--- src/inc/rpom_pkg.sv ---
package rpom_pkg;
  // ****************************************
  // sizes
  // ****************************************
  localparam int NPINS = 8;
  localparam int NINSEL = 4;
  localparam int SEL_W = 6;
  localparam int INSEL_W = 8;
  localparam int ADDR_W = 8;
  localparam int DATA_W = 16;

  // ****************************************
  // output selection codes
  // ****************************************
  localparam logic [SEL_W-1:0] SEL_DEFAULT = 6'h00;
  localparam logic [SEL_W-1:0] SEL_SER1_TX = 6'h01;
  localparam logic [SEL_W-1:0] SEL_SER2_TX = 6'h03;
  localparam logic [SEL_W-1:0] SEL_SPI2_DO = 6'h08;
  localparam logic [SEL_W-1:0] SEL_SPI2_CK = 6'h09;
  localparam logic [SEL_W-1:0] SEL_SPI2_SS = 6'h0A;
  localparam logic [SEL_W-1:0] SEL_CAN_TX = 6'h0E;
  localparam logic [SEL_W-1:0] SEL_CMP_OUT1 = 6'h10;
  localparam logic [SEL_W-1:0] SEL_CMP_OUT2 = 6'h11;
  localparam logic [SEL_W-1:0] SEL_CMP_OUT3 = 6'h12;
  localparam logic [SEL_W-1:0] SEL_CMP_OUT4 = 6'h13;
  localparam logic [SEL_W-1:0] SEL_COMPR1 = 6'h18;
  localparam logic [SEL_W-1:0] SEL_COMPR2 = 6'h19;
  localparam logic [SEL_W-1:0] SEL_COMPR3 = 6'h1A;
  localparam logic [SEL_W-1:0] SEL_PWM_SYNC = 6'h2D;
  localparam logic [SEL_W-1:0] SEL_REF_CLK = 6'h31;
  localparam logic [SEL_W-1:0] SEL_COMPR4 = 6'h32;
  localparam logic [SEL_W-1:0] SEL_COMPR5 = 6'h33;
  localparam logic [SEL_W-1:0] SEL_SENT_TX_ONE = 6'h39;
  localparam logic [SEL_W-1:0] SEL_SENT_TX_TWO = 6'h3A;

  // input select: value 0 ground, 1 comparator one, 2+n pin n
  localparam logic [INSEL_W-1:0] INSEL_GND = 8'h00;
  localparam logic [INSEL_W-1:0] INSEL_COMPARATOR_ONE_INPUT_SOURCE = 8'h01;
  localparam logic [INSEL_W-1:0] INSEL_PIN0 = 8'h02;

  // ****************************************
  // register map (word index = address)
  // ****************************************
  localparam logic [ADDR_W-1:0] A_OUTSEL0 = 8'h00; // one per pin, 0x00..0x07
  localparam logic [ADDR_W-1:0] A_INSEL0 = 8'h10;  // one per input, 0x10..0x13
  localparam logic [ADDR_W-1:0] A_DIR = 8'h20;
  localparam logic [ADDR_W-1:0] A_LATCH = 8'h21;
  localparam logic [ADDR_W-1:0] A_ANSEL = 8'h22;
  localparam logic [ADDR_W-1:0] A_PULLUP = 8'h23;
  localparam logic [ADDR_W-1:0] A_PULLDN = 8'h24;
  localparam logic [ADDR_W-1:0] A_DEDEN = 8'h25;
  localparam logic [ADDR_W-1:0] A_LEVEL = 8'h26;

  localparam logic [NPINS-1:0] RST_DIR = 8'hFF;
  localparam logic [NPINS-1:0] RST_ANSEL = 8'hFF;
  localparam logic [NPINS-1:0] RST_ZERO = 8'h00;
  localparam logic [DATA_W-1:0] RD_ZERO = 16'h0000;

  // ****************************************
  // carriers
  // ****************************************
  typedef struct packed {
    logic ser1_tx;
    logic ser2_tx;
    logic spi2_do;
    logic spi2_ck;
    logic spi2_ss;
    logic can_tx;
    logic [3:0] cmp_out;
    logic [4:0] compr;
    logic pwm_sync;
    logic ref_clk;
    logic sent_tx_one;
    logic sent_tx_two;
  } rpom_periph_t;

  typedef struct packed {
    logic [NPINS-1:0] out;
    logic [NPINS-1:0] oe;
    logic [NPINS-1:0] pu;
    logic [NPINS-1:0] pd;
  } rpom_pad_t;
endpackage

--- src/logic/rpom_top.sv ---
// Decided for this implementation: strobed register access and the register addresses.
`timescale 1ns/1ps
module rpom_top import rpom_pkg::*; (
  // clock and reset
  input wire logic clk,
  input wire logic arst_n,
  // register port
  input wire logic [ADDR_W-1:0] reg_addr,
  input wire logic [DATA_W-1:0] reg_wdata,
  input wire logic reg_wr,
  input wire logic reg_rd,
  output logic [DATA_W-1:0] reg_rdata,
  // peripherals
  input wire rpom_periph_t periph,
  input wire logic [NPINS-1:0] ded_out_en,
  input wire logic [NPINS-1:0] ded_out_val,
  output logic [NINSEL-1:0] periph_in,
  // pins
  input wire logic [NPINS-1:0] pin_in,
  output rpom_pad_t pad,
  // supply monitor
  input wire logic core_overvoltage_detect
);

  // ****************************************
  // register state
  // ****************************************
  logic [SEL_W-1:0] outsel_q [NPINS];
  logic [SEL_W-1:0] outsel_d [NPINS];
  logic [INSEL_W-1:0] insel_q [NINSEL];
  logic [INSEL_W-1:0] insel_d [NINSEL];
  logic [NPINS-1:0] dir_q, lat_q, ansel_q, pu_q, pd_q, deden_q;
  logic [DATA_W-1:0] rdata_d;
  logic [NPINS-1:0] level_in;

  // digital input buffer is gated only by the analog bits, never direction
  assign level_in = pin_in & ~ansel_q;

  always_comb begin
    outsel_d = outsel_q;
    insel_d = insel_q;
    rdata_d = RD_ZERO;
    // independent fields, no lockout between them
    if (reg_wr) begin
      for (int i = 0; i < NPINS; i++) begin
        if (reg_addr == A_OUTSEL0 + ADDR_W'(i)) begin
          outsel_d[i] = reg_wdata[SEL_W-1:0];
        end
      end
      for (int j = 0; j < NINSEL; j++) begin
        if (reg_addr == A_INSEL0 + ADDR_W'(j)) begin
          insel_d[j] = reg_wdata[INSEL_W-1:0];
        end
      end
    end
    if (reg_rd) begin
      for (int i = 0; i < NPINS; i++) begin
        if (reg_addr == A_OUTSEL0 + ADDR_W'(i)) begin
          rdata_d = {{(DATA_W-SEL_W){1'b0}}, outsel_q[i]};
        end
      end
      for (int j = 0; j < NINSEL; j++) begin
        if (reg_addr == A_INSEL0 + ADDR_W'(j)) begin
          rdata_d = {{(DATA_W-INSEL_W){1'b0}}, insel_q[j]};
        end
      end
      unique case (reg_addr)
        A_DIR: rdata_d = {{(DATA_W-NPINS){1'b0}}, dir_q};
        // latch reads also return zero on analog pins
        A_LATCH: rdata_d = {{(DATA_W-NPINS){1'b0}}, lat_q & ~ansel_q};
        A_ANSEL: rdata_d = {{(DATA_W-NPINS){1'b0}}, ansel_q};
        A_PULLUP: rdata_d = {{(DATA_W-NPINS){1'b0}}, pu_q};
        A_PULLDN: rdata_d = {{(DATA_W-NPINS){1'b0}}, pd_q};
        A_DEDEN: rdata_d = {{(DATA_W-NPINS){1'b0}}, deden_q};
        A_LEVEL: rdata_d = {{(DATA_W-NPINS){1'b0}}, level_in};
        default: ;
      endcase
    end
  end

  always_ff @(posedge clk or negedge arst_n) begin
    if (!arst_n) begin
      for (int i = 0; i < NPINS; i++) begin
        outsel_q[i] <= SEL_DEFAULT;
      end
      for (int j = 0; j < NINSEL; j++) begin
        insel_q[j] <= INSEL_GND;
      end
      reg_rdata <= RD_ZERO;
    end else begin
      outsel_q <= outsel_d;
      insel_q <= insel_d;
      reg_rdata <= rdata_d;
    end
  end

  // ****************************************
  // configuration bits
  // ****************************************
  rpom_cfg_reg #(.ADDR(A_DIR), .RST(RST_DIR)) u_rpom_cfg_reg_dir (
    .clk(clk),
    .arst_n(arst_n),
    .reg_addr(reg_addr),
    .reg_wdata(reg_wdata),
    .reg_wr(reg_wr),
    .bits_q(dir_q)
  );
  rpom_cfg_reg #(.ADDR(A_LATCH), .RST(RST_ZERO)) u_rpom_cfg_reg_lat (
    .clk(clk),
    .arst_n(arst_n),
    .reg_addr(reg_addr),
    .reg_wdata(reg_wdata),
    .reg_wr(reg_wr),
    .bits_q(lat_q)
  );
  rpom_cfg_reg #(.ADDR(A_ANSEL), .RST(RST_ANSEL)) u_rpom_cfg_reg_ansel (
    .clk(clk),
    .arst_n(arst_n),
    .reg_addr(reg_addr),
    .reg_wdata(reg_wdata),
    .reg_wr(reg_wr),
    .bits_q(ansel_q)
  );
  rpom_cfg_reg #(.ADDR(A_PULLUP), .RST(RST_ZERO)) u_rpom_cfg_reg_pu (
    .clk(clk),
    .arst_n(arst_n),
    .reg_addr(reg_addr),
    .reg_wdata(reg_wdata),
    .reg_wr(reg_wr),
    .bits_q(pu_q)
  );
  rpom_cfg_reg #(.ADDR(A_PULLDN), .RST(RST_ZERO)) u_rpom_cfg_reg_pd (
    .clk(clk),
    .arst_n(arst_n),
    .reg_addr(reg_addr),
    .reg_wdata(reg_wdata),
    .reg_wr(reg_wr),
    .bits_q(pd_q)
  );
  rpom_cfg_reg #(.ADDR(A_DEDEN), .RST(RST_ZERO)) u_rpom_cfg_reg_deden (
    .clk(clk),
    .arst_n(arst_n),
    .reg_addr(reg_addr),
    .reg_wdata(reg_wdata),
    .reg_wr(reg_wr),
    .bits_q(deden_q)
  );

  // ****************************************
  // output arbitration
  // ****************************************
  rpom_pad_t pad_d;
  logic [NINSEL-1:0] pin_in_d;
  logic [NPINS-1:0] arb_val;
  logic [NPINS-1:0] arb_en;

  // one arbiter per pin, all fed the same peripheral bus
  for (genvar i = 0; i < NPINS; i++) begin : g_pin
    rpom_pin_arb u_rpom_pin_arb (
      .sel(outsel_q[i]),
      .dir_bit(dir_q[i]),
      .lat_bit(lat_q[i]),
      .periph(periph),
      .ded_en(ded_out_en[i]),
      .ded_val(ded_out_val[i]),
      .drv_val(arb_val[i]),
      .drv_en(arb_en[i])
    );
  end

  always_comb begin
    pad_d.out = arb_val;
    pad_d.oe = arb_en;
    pad_d.pu = pu_q;
    pad_d.pd = pd_q;
    // overvoltage wins over every function, pulls included
    if (core_overvoltage_detect) begin
      pad_d = '0;
    end
  end

  // ****************************************
  // input selection
  // ****************************************
  for (genvar j = 0; j < NINSEL; j++) begin : g_in
    rpom_in_sel u_rpom_in_sel (
      .sel(insel_q[j]),
      .cmp_one(periph.compr[0]),
      .level(level_in),
      .ovd(core_overvoltage_detect),
      .sel_val(pin_in_d[j])
    );
  end

  // outputs registered: one cycle latency from peripheral to pad
  always_ff @(posedge clk or negedge arst_n) begin
    if (!arst_n) begin
      pad <= '0;
      periph_in <= '0;
    end else begin
      pad <= pad_d;
      periph_in <= pin_in_d;
    end
  end
endmodule

// ****************************************
// per-pin output arbitration
// ****************************************
module rpom_pin_arb import rpom_pkg::*; (
  // selection state
  input wire logic [SEL_W-1:0] sel,
  input wire logic dir_bit,
  input wire logic lat_bit,
  // drivers
  input wire rpom_periph_t periph,
  input wire logic ded_en,
  input wire logic ded_val,
  // pad drive
  output logic drv_val,
  output logic drv_en
);

  logic remap_val;
  logic remap_act;

  always_comb begin
    remap_val = 1'b0;
    remap_act = 1'b1;
    unique case (sel)
      SEL_SER1_TX: remap_val = periph.ser1_tx;
      SEL_SER2_TX: remap_val = periph.ser2_tx;
      SEL_SPI2_DO: remap_val = periph.spi2_do;
      SEL_SPI2_CK: remap_val = periph.spi2_ck;
      SEL_SPI2_SS: remap_val = periph.spi2_ss;
      SEL_CAN_TX: remap_val = periph.can_tx;
      SEL_CMP_OUT1: remap_val = periph.cmp_out[0];
      SEL_CMP_OUT2: remap_val = periph.cmp_out[1];
      SEL_CMP_OUT3: remap_val = periph.cmp_out[2];
      SEL_CMP_OUT4: remap_val = periph.cmp_out[3];
      SEL_COMPR1: remap_val = periph.compr[0];
      SEL_COMPR2: remap_val = periph.compr[1];
      SEL_COMPR3: remap_val = periph.compr[2];
      SEL_COMPR4: remap_val = periph.compr[3];
      SEL_COMPR5: remap_val = periph.compr[4];
      SEL_PWM_SYNC: remap_val = periph.pwm_sync;
      SEL_REF_CLK: remap_val = periph.ref_clk;
      SEL_SENT_TX_ONE: remap_val = periph.sent_tx_one;
      SEL_SENT_TX_TWO: remap_val = periph.sent_tx_two;
      default: begin
        // code zero and unlisted codes leave the default port function
        remap_val = 1'b0;
        remap_act = 1'b0;
      end
    endcase
  end

  // one driver per pin: dedicated, then remappable, then port latch
  always_comb begin
    if (ded_en) begin
      drv_val = ded_val;
      drv_en = 1'b1;
    end else if (remap_act) begin
      drv_val = remap_val;
      drv_en = 1'b1;
    end else begin
      drv_val = lat_bit;
      // analog select does not block the driver; contention is software's care
      drv_en = ~dir_bit;
    end
  end
endmodule

// ****************************************
// per-input pin selection
// ****************************************
module rpom_in_sel import rpom_pkg::*; (
  // selection state
  input wire logic [INSEL_W-1:0] sel,
  // sources
  input wire logic cmp_one,
  input wire logic [NPINS-1:0] level,
  input wire logic ovd,
  // selected input
  output logic sel_val
);
  always_comb begin
    sel_val = 1'b0;
    // any number of selectors may name the same pin
    if (sel == INSEL_COMPARATOR_ONE_INPUT_SOURCE) begin
      sel_val = cmp_one;
    end
    for (int i = 0; i < NPINS; i++) begin
      if (sel == INSEL_PIN0 + INSEL_W'(i)) begin
        sel_val = level[i];
      end
    end
    // pads and selected inputs are dead while the core supply is too high; level register reads still see the pins
    if (ovd) begin
      sel_val = 1'b0;
    end
  end
endmodule

// ****************************************
// eight-bit configuration register
// ****************************************
module rpom_cfg_reg import rpom_pkg::*; #(
  parameter logic [ADDR_W-1:0] ADDR = A_DIR,
  parameter logic [NPINS-1:0] RST = RST_ZERO
) (
  // clock and reset
  input wire logic clk,
  input wire logic arst_n,
  // register port
  input wire logic [ADDR_W-1:0] reg_addr,
  input wire logic [DATA_W-1:0] reg_wdata,
  input wire logic reg_wr,
  // stored bits
  output logic [NPINS-1:0] bits_q
);
  logic [NPINS-1:0] bits_d;

  always_comb begin
    bits_d = bits_q;
    if (reg_wr && reg_addr == ADDR) begin
      bits_d = reg_wdata[NPINS-1:0];
    end
  end

  always_ff @(posedge clk or negedge arst_n) begin
    if (!arst_n) begin
      bits_q <= RST;
    end else begin
      bits_q <= bits_d;
    end
  end
endmodule

--- config.mk ---
export PLATFORM = sky130hd
export DESIGN_NAME = rpom_top
export DESIGN_NICKNAME = d
export VERILOG_FILES = /design/src/inc/rpom_pkg.sv /design/src/logic/rpom_top.sv
export SDC_FILE = /design/constraint.sdc
export NUM_CORES = 1
export LEC_CHECK = 0
export BUFFER_PORTS_ARGS = -buffer_cell sky130_fd_sc_hd__buf_2
export CORE_MARGIN = 5
export CORE_UTILIZATION = 40
export CTS_BUF_LIST = sky130_fd_sc_hd__clkbuf_4 sky130_fd_sc_hd__clkbuf_8
export DETAILED_ROUTE_END_ITERATION = 8
export PLACE_DENSITY = 0.56
export SYNTH_ARGS = -nofsm -noshare
export SYNTH_HDL_FRONTEND = slang
export SYNTH_HIERARCHICAL = 1
export SYNTH_SLANG_ARGS = --single-unit
--- constraint.sdc ---
create_clock -name clk -period 5.3 [get_ports clk]
set_clock_uncertainty 0.2 [all_clocks]
set_input_delay 0.53 -clock clk [delete_from_list [all_inputs] [get_ports clk]]
set_output_delay 0.53 -clock clk [all_outputs]
set_load 0.05 [all_outputs]
==> results of run 1 <==
cells by family (layout without fill, tap and decap cells):
family	after synthesis	after routing	synth area share
other cells	1	8	0.0003185
mux	217	217	0.2092
compound gates	255	255	0.1550
flops	172	172	0.3672
buf+inv	125	185	0.06747
simple gates	367	367	0.2007
layout by cell type, fill, tap and decap left out, types with 17 or more instances in the layout:
cell	Yosys	routed
nand3b_1	31	31
nor2_1	54	54
buf_2	17	106
nor2b_1	71	71
a21oi_1	41	41
nand2_1	60	60
dfrtp_1	156	156
nand3_1	17	17
clkbuf_8	0	17
o21ai_0	48	48
inv_1	38	38
mux2_2	135	135
a31oi_1	29	29
mux2i_1	65	65
routing by layer:
layer | track usage | part of all wire | vias up
met5 | 0 | 0 | -
met4 | 0.04353 | 0.011 | 0
met3 | 0.03181 | 0.054 | 25
met2 | 0.3644 | 0.49 | 317
met1 | 0.3114 | 0.44 | 4749
li1 | - | - | 4338
worst max-delay path by stage:
stage                           start                      to  slack, ns  cells past startpoint
after floorplan           reg_addr[7]  reg_rdata[4]$_DFF_PN0_       2.98                      6
after global placement    reg_addr[1]  reg_rdata[4]$_DFF_PN0_       2.00                      6
after detailed placement  reg_addr[1]  reg_rdata[4]$_DFF_PN0_       1.93                      6
after CTS                 reg_addr[1]  reg_rdata[4]$_DFF_PN0_       2.49                      6
after global routing      reg_addr[1]  reg_rdata[4]$_DFF_PN0_       2.40                      6
final                     reg_addr[1]  reg_rdata[4]$_DFF_PN0_       2.44                      6
metrics by stage:
stage | hold WS (ns) | area (um2) | utilization | instances
5_1_grt | 0.1802 | 12660 | 0.4386 | 1588
6_report | 0.1812 | 12660 | 0.4386 | 1588
4_1_cts | 0.1624 | 12660 | 0.4386 | 1588
2_1_floorplan | 0.03441 | 11800 | - | 1144
3_3_place_gp | 0.2869 | 12230 | 0.4239 | 1555
3_5_place_dp | 0.2945 | 12230 | 0.4239 | 1555
worst min-delay path: stages:
cell and delay (ns):
buf_2 0.11, nand3b_1 0.10, nor2b_1 0.11
final cells by class:
cell class / instances / share of cell area
clock buffers: 17 / 0.01849
clock inverters: 15 / 0.01414
inverters: 39 / 0.01157
multi-input cells: 847 / 0.5280
flip-flops and latches: 172 / 0.3417
well taps: 384 / 0.03796
repair buffers: 114 / 0.04815
flip-flops by register name (all words and copies together) (netlist names):
register                     flops
reg_rdata                        8
u_rpom_cfg_reg_deden/bits_q      8
u_rpom_cfg_reg_dir/bits_q        8
u_rpom_cfg_reg_pu/bits_q         8
outsel_q                        48
pad                             32
insel_q                         32
u_rpom_cfg_reg_ansel/bits_q      8
periph_in                        4
u_rpom_cfg_reg_lat/bits_q        8
u_rpom_cfg_reg_pd/bits_q         8
report_power, final:
| part | internal [W] | switching [W] |
|---|---|---|
| registers | 0.00137 | 0.000106 |
| logic | 0.000204 | 0.000322 |
| clock network | 0.000396 | 0.000601 |
==> results.json, run 1 <==
{
  "layout-drive-gt1-share": 0.3065,
  "detail-route-antenna-nets": 0,
  "fin_ws_ns": 2.440,
  "worstHoldPathCells": 3,
  "grt_max_degree": 98,
  "area_growth_pct": 7.481,
  "diodes": 0,
  "min-delay-path-class": "in -> reg",
  "place_congestion": 0.8995,
  "clock_latency_ns": 0.50,
  "worstSetupEndpointType": "flip-flop",
  "fp.dieW_um": 181.6,
  "crit_arrival_ns": 3.09,
  "cts_hold_buf": 1,
  "run_status": "finished, final reports clean",
  "clk_pin_slew_ns": 0.11,
  "cp_slowest_cell": "clkinv_1",
  "synth_commonest_cells": "156 x dfrtp_1, 135 x mux2_2, 71 x nor2b_1",
  "antenna_found_initial": 0,
  "finalCritPeriodShare": 0.5396,
  "core_area_um2": 28860,
  "yosys.cell_count.top_type": "dfrtp_1",
  "ys_seq_elements": 172,
  "synth-edff-count": 0,
  "hold_start": "ded_out_en[5]",
  "finalHoldViolations": 0,
  "syn_area_um2": 11780,
  "cp_cell_sequence": "buf_2, clkinv_1, mux4_2, o32a_1, a2111o_1, nand3_1",
  "p_total_w": 0.003005,
  "rsz0062_at_grt": "no",
  "critPathLaunchType": "primary input",
  "reg2reg_to": "reg_rdata[1]$_DFF_PN0_",
  "grt_pass1_vias": 9109,
  "io_pins": 124,
  "initial_core_util": 0.4080,
  "worstMarginPinSlew_ns": 1.016,
  "r2r_cells": 5,
  "yosys.cell_types.count": 88,
  "track_usage": 0.2208,
  "seq_area_um2": 4324,
  "crit_type": "in -> reg",
  "cts_made_buffers": 17,
  "nFillCells": 2852,
  "dpl.hpwl_um": 25690,
  "cpPeakStageDelay_ns": 0.62,
  "numPortBuffers": 107,
  "cts.sinks": 172,
  "dieArea_um2": 32970,
  "worstPathRequired_ns": 5.53,
  "r2r_slack_ns": 2.88,
  "maxCapViolCount": 0,
  "fin_crit_ns": 2.860,
  "fmax_mhz": 349.6,
  "synthTopCellsByArea": "dfrtp_1 33%, mux2_2 13%, mux2i_1 5.5%",
  "row_count": 62,
  "avgSynthCellArea_um2": 10.36,
  "holdPathEnd": "pad[21]$_DFF_PN0_",
  "final_nets": 1263,
  "num_vias": 9429,
  "overflow": 0,
  "tns_ns": 0,
  "reg2reg_from": "u_rpom_cfg_reg_ansel/bits_q[1]$_DFFE_PN1P_",
  "clock-root-buffer": "clkbuf_8",
  "setup_viol_count_final": 0,
  "die_y_um": 181.6,
  "powerDensity_nw_per_um2": 237.4,
  "total_leakage_power_nw": 5.417,
  "ir_worst_vdd_uv": 128.1,
  "drtPass1Iterations": 5,
  "synthArstFlopShare": 1.000,
  "h-tree-depth": 4,
  "drcViolationCount": 0,
  "ys_seq_area_frac": 0.3672,
  "cts_setup_buffers": 0,
  "syn_inst": 1137,
  "synth_top_cell_by_area": "dfrtp_1",
  "synthFlopType": "dfrtp_1",
  "slew_violations": 0,
  "ys_warn_count": 6,
  "totalWireLength_um": 36960,
  "critical_path_buf_inv_count": 2,
  "wl_per_cell_um": 23.28,
  "cpLargestDelayFamily": "buffers and inverters",
  "relSlewSlack": 0.3211,
  "cts_tree": "yes",
  "grt_pass1_wl_um": 57010,
  "path_max_fanout": 32,
  "multiInputGateArea_um2": 6683,
  "yosysTopAreaCellShare": 0.3315,
  "cts_buffer_depth": 2,
  "vias_per_cell": 5.938,
  "drtIter0Drc": 885,
  "cts-resized-gates": 0,
  "pre_cts_slack_ns": 1.927
}
Power figures use the tool's default switching activity.
==> run 2: changes to the inputs <==
- PLACE_DENSITY: 0.56 -> 0.58
- clock period: 5.3 -> 2.4 ns (I/O delays scaled with it)
==> run 2 against run 1 <==
- power rose by 120%
- clock-buffer cell count unchanged
- register-to-register slack worse by 2.8 ns
- die area unchanged
- non-clock buffer count rose by 74
- critical path depth unchanged
- combinational power is 140% higher
- core utilization increased by 2.3 points
- via count rose by 2.2%
- sequential power up 120%
- wire length grew 2.4%
- critical path type is now reg -> reg
- largest power group unchanged
==> results.json, run 2 (synthesis gave the netlist of run 1 again) <==
{
  "tns_ns": 0,
  "ir_worst_vdd_uv": 251.2,
  "initial_core_util": 0.4080,
  "layout_commonest_cell": "dfrtp_1",
  "largest_reg_flops": 48,
  "finalInstanceArea_um2": 13320,
  "clock-root-buffer": "clkbuf_8",
  "fp.dieW_um": 181.6,
  "rsz0062_at_grt": "no",
  "drtPass1Iterations": 5,
  "die_y_um": 181.6,
  "reg_top3": "outsel_q x48, insel_q x32, pad x32",
  "crit_arrival_ns": 2.43,
  "vias_per_cell": 5.800,
  "diodes": 0,
  "fmax_mhz": 440.4,
  "maxCapViolCount": 0,
  "powerDensity_nw_per_um2": 503.3,
  "nFillCells": 2830,
  "placed_cell_area_um2": 12710,
  "wl_per_cell_um": 22.77,
  "area_growth_pct": 13.11,
  "drtIter0Drc": 838,
  "slew_violations": 0,
  "fin_crit_ns": 2.270,
  "row_count": 62,
  "crit_type": "reg -> reg",
  "worstMarginPinSlew_ns": 0.8707,
  "overflow": 0,
  "drcViolationCount": 0,
  "p_total_w": 0.006703,
  "numPortBuffers": 107,
  "relSlewSlack": 0.4184,
  "top_register": "outsel_q",
  "core_area_um2": 28860,
  "dieArea_um2": 32970,
  "clk_pin_slew_ns": 0.11,
  "finalCritPeriodShare": 0.9460,
  "final_nets": 1337,
  "setup_viol_count_final": 0,
  "total_leakage_power_nw": 5.792,
  "worstPathRequired_ns": 2.56,
  "dpl.hpwl_um": 27240,
  "path_max_fanout": 9,
  "critPathLaunchType": "flip-flop",
  "cts_made_buffers": 17,
  "cpPeakStageDelay_ns": 0.56,
  "io_pins": 124,
  "grt_pass1_vias": 9574,
  "grt_max_degree": 60,
  "track_usage": 0.2260,
  "totalWireLength_um": 37840,
  "run_status": "finished, final reports clean",
  "cts_tree": "yes",
  "cp_cell_sequence": "nor2b_1, o22a_1, o2111ai_1, nand3b_1, nor2b_1, dlygate4sd3_1",
  "min-delay-path-class": "in -> async",
  "finalHoldViolations": 0,
  "worstSetupEndpointType": "flip-flop",
  "holdWs_ns": 0.04704,
  "cts.sinks": 172,
  "clock_latency_ns": 0.48,
  "seq_area_um2": 4324,
  "antenna_found_initial": 0,
  "cts_buffer_depth": 2,
  "multiInputGateArea_um2": 6683,
  "layout-drive-gt1-share": 0.3333,
  "final_cell_mix": "156 x dfrtp_1, 135 x mux2_2, 106 x buf_2",
  "grt_pass1_wl_um": 58510,
  "h-tree-depth": 4,
  "cp_slowest_cell": "dlygate4sd3_1",
  "num_vias": 9639,
  "cp_common_cell": "nor2b_1",
  "place_congestion": 0.8976,
  "detail-route-antenna-nets": 0
}
==> run 2: path summary, 6_finish.rpt <==
path / start / endpoint / slack, ns / depth (start not counted)
min reg2reg: u_rpom_cfg_reg_deden/bits_q[7]$_DFFE_PN0P_ / u_rpom_cfg_reg_deden/bits_q[7]$_DFFE_PN0P_ / 0.32 / 1
max in group asynchronous: arst_n / u_rpom_cfg_reg_ansel/bits_q[7]$_DFFE_PN1P_ / 1.23 / 3
min: arst_n / outsel_q[0]$_DFFE_PN0P_ / 0.05 / 2
max: outsel_q[9]$_DFFE_PN0P_ / pad[22]$_DFF_PN0_ / 0.13 / 6
max reg2reg: outsel_q[9]$_DFFE_PN0P_ / pad[22]$_DFF_PN0_ / 0.13 / 6
min in group clk: ded_out_val[6] / pad[30]$_DFF_PN0_ / 0.06 / 5
==> run 2: metrics by stage <==
step	setup WS, ns	instances	util
6_report	0.1295	1662	0.4615
5_1_grt	0.03957	1662	0.4615
4_1_cts	0.1314	1662	0.4615
3_5_place_dp	0.03313	1612	0.4405
3_3_place_gp	0.04858	1612	0.4405
2_1_floorplan	0.3697	1144	-
==> run 2: area by class of cell <==
cell class | instances | share of cell area
sequential | 172 | 0.3247
timing repair buffer | 188 | 0.09441
inverter | 39 | 0.01099
clock inverter | 15 | 0.01456
tap | 384 | 0.03607
clock buffer | 17 | 0.01757
multi-input combinational | 847 | 0.5017
==> run 2: routing by layer <==
layer / GRT usage / part of all wire / up-vias
met5: 0 / 0 / -
met1: 0.3180 / 0.45 / 4858
li1: - / - / 4452
met4: 0.07535 / 0.024 / 0
met3: 0.02801 / 0.049 / 42
met2: 0.3620 / 0.48 / 287
==> run 2: where the power goes <==
group          internal (W)  total [W]  switching [W]
sequential          0.00304    0.00325       0.000217
clock              0.000810    0.00218        0.00137
combinational      0.000522    0.00127       0.000750
==> run 2: timing repair <==
item / in CTS / in global routing
hold buffers: 18 / 0
buffers inserted: 0 / 0
endpoints found under the hold margin: 199 / 0
resized for setup: 0 / 0
==> run 2: worst max-delay path, delay by kind of cell (launching register included) <==
family	cells	cell delay [ns]
and+or+nand+nor	3	0.43
buffers and inverters	1	0.56
DFF	1	0.50
AOI/OAI and AO/OA	2	0.48
==> run 3: changes to the inputs <==
- PLACE_DENSITY: 0.58 -> 0.56
- clock period: 2.4 -> 2.1 ns (I/O delays scaled with it)
==> run 3 against run 2 <==
- die area stayed put
- highest routed layer unchanged
- sequential cell count did not move
- largest power group unchanged
- wire length rose by 5.0%
- design area up 2.7%
- core utilization is 1.2 points higher
- via count is 3.4% higher
- worst setup slack got worse by 0.073 ns
==> results.json, run 3 (synthesis gave the netlist of run 1 again) <==
{
  "holdWs_ns": 0.008018,
  "wl_per_cell_um": 23.17,
  "maxCapViolCount": 0,
  "drcViolationCount": 0,
  "core_area_um2": 28860,
  "row_count": 62,
  "worstPathRequired_ns": 2.32,
  "antenna_found_initial": 0,
  "cp_cell_sequence": "nand2b_1, mux4_2, o32a_1, a2111o_1, nand3_1",
  "fmax_mhz": 489.3,
  "finalCritPeriodShare": 0.9733,
  "dieArea_um2": 32970,
  "dpl.hpwl_um": 29230,
  "h-tree-depth": 4,
  "cts.sinks": 172,
  "powerDensity_nw_per_um2": 557.5,
  "pre_cts_slack_ns": -0.2264,
  "cts_tree": "yes",
  "finalHoldViolations": 0,
  "area_growth_pct": 16.15,
  "layout-drive-gt1-share": 0.3621,
  "initial_core_util": 0.4080,
  "worstSetupEndpointType": "flip-flop",
  "diodes": 0,
  "top_register": "outsel_q",
  "place_congestion": 0.9602,
  "track_usage": 0.2363,
  "overflow": 0,
  "final_core_util": 0.4739,
  "relSlewSlack": 0.6171,
  "run_status": "finished, final reports clean",
  "grt_max_degree": 45,
  "reg_top3": "outsel_q x48, insel_q x32, pad x32",
  "num_vias": 9969,
  "finalInstanceArea_um2": 13680,
  "final_nets": 1390,
  "grt_pass1_wl_um": 60510,
  "crit_type": "reg -> reg",
  "layout_commonest_cell": "dfrtp_1",
  "io_pins": 124,
  "ir_worst_vdd_uv": 276.4,
  "cp_slowest_cell": "mux4_2",
  "die_y_um": 181.6,
  "fin_ws_ns": 0.05613,
  "largest_reg_flops": 48,
  "grt_pass1_vias": 9863,
  "worstMarginPinSlew_ns": 0.5717,
  "clk_pin_slew_ns": 0.10,
  "drtPass1Iterations": 5,
  "clock_latency_ns": 0.49,
  "total_leakage_power_nw": 6.033,
  "fin_crit_ns": 2.044,
  "critPathLaunchType": "flip-flop",
  "slew_violations": 0,
  "min-delay-path-class": "in -> async",
  "clock-root-buffer": "clkbuf_8",
  "drtIter0Drc": 822,
  "cts_made_buffers": 17,
  "crit_arrival_ns": 2.27,
  "cts_setup_buffers": 0,
  "rsz0062_at_grt": "no",
  "cpPeakStageDelay_ns": 0.50,
  "fp.dieW_um": 181.6,
  "setup_viol_count_final": 0,
  "final_cell_mix": "155 x dfrtp_1, 135 x mux2_2, 111 x buf_4",
  "numPortBuffers": 107,
  "totalWireLength_um": 39740,
  "placed_cell_area_um2": 13110,
  "cts_buffer_depth": 2,
  "detail-route-antenna-nets": 0,
  "vias_per_cell": 5.813,
  "path_max_fanout": 2
}
-- run 3: cell types whose count changed in the layout (fill, tap and decap cells not counted) --
cell and change:
clkbuf_4 +1, clkbuf_8 +1, clkinv_4 -1, clkinv_8 -6, buf_4 +53, nor2b_2 +2
inv_12 -1, inv_6 -1, dfrtp_1 -1, clkinvlp_4 +4, inv_8 +3, nor2b_1 -2
dfrtp_2 +1
-- run 3: worst paths after layout --
path | start | end | slack (ns) | cells past startpoint
max | outsel_q[28]$_DFFE_PN0P_ | reg_rdata[4]$_DFF_PN0_ | 0.06 | 5
min reg2reg | u_rpom_cfg_reg_deden/bits_q[3]$_DFFE_PN0P_ | u_rpom_cfg_reg_deden/bits_q[3]$_DFFE_PN0P_ | 0.32 | 1
max in group asynchronous | arst_n | u_rpom_cfg_reg_ansel/bits_q[6]$_DFFE_PN1P_ | 0.96 | 3
min | arst_n | pad[24]$_DFF_PN0_ | 0.008 | 2
min in group clk | ded_out_val[2] | pad[26]$_DFF_PN0_ | 0.03 | 5
max reg2reg | outsel_q[28]$_DFFE_PN0P_ | reg_rdata[4]$_DFF_PN0_ | 0.06 | 5
-- run 3: layout make-up --
class,instances,area (um2)
Fill cell,2761,15180
Multi-Input combinational cell,847,6688
Sequential cell,172,4325
Timing Repair Buffer,241,1655
Tap cell,384,480.5
Clock buffer,19,255.2
Inverter,39,146.4
Clock inverter,13,126.4
-- run 3: per-stage QoR --
stage          cells  total power (W)  TNS, ns
2_1_floorplan   1144         0.004638        0
3_3_place_gp    1665         0.005259   -2.693
3_5_place_dp    1665         0.005274   -3.213
4_1_cts         1715         0.007661        0
5_1_grt         1715         0.007953        0
6_report        1715         0.007625        0
-- run 3: metal layers --
metal,GRT usage,up-vias,share of wire
met5,0,-,0
met4,0.06034,0,0.018
met3,0.03381,39,0.046
met2,0.3776,295,0.47
met1,0.3383,5054,0.46
li1,-,4581,-
-- run 3: power breakdown --
part / total, W / leakage [nW] / switching, W / internal (W)
Combinational: 0.00155 / 3.56 / 0.000905 / 0.000645
Sequential: 0.00370 / 2.30 / 0.000228 / 0.00347
Clock: 0.00238 / 0.183 / 0.00146 / 0.000914
-- run 3: what timing repair did --
action | CTS | global route
hold buffers | 18 | 0
endpoints found under the hold margin | 197 | 0
endpoints found under the setup margin | 6 | 1
resized for setup | 2 | 1
-- run 3: critical path: cells and delay by family (launching register included) --
family          cells  cell delay (ns)
flops               1             0.37
compound gates      2             0.78
mux                 1             0.50
simple gates        2             0.14
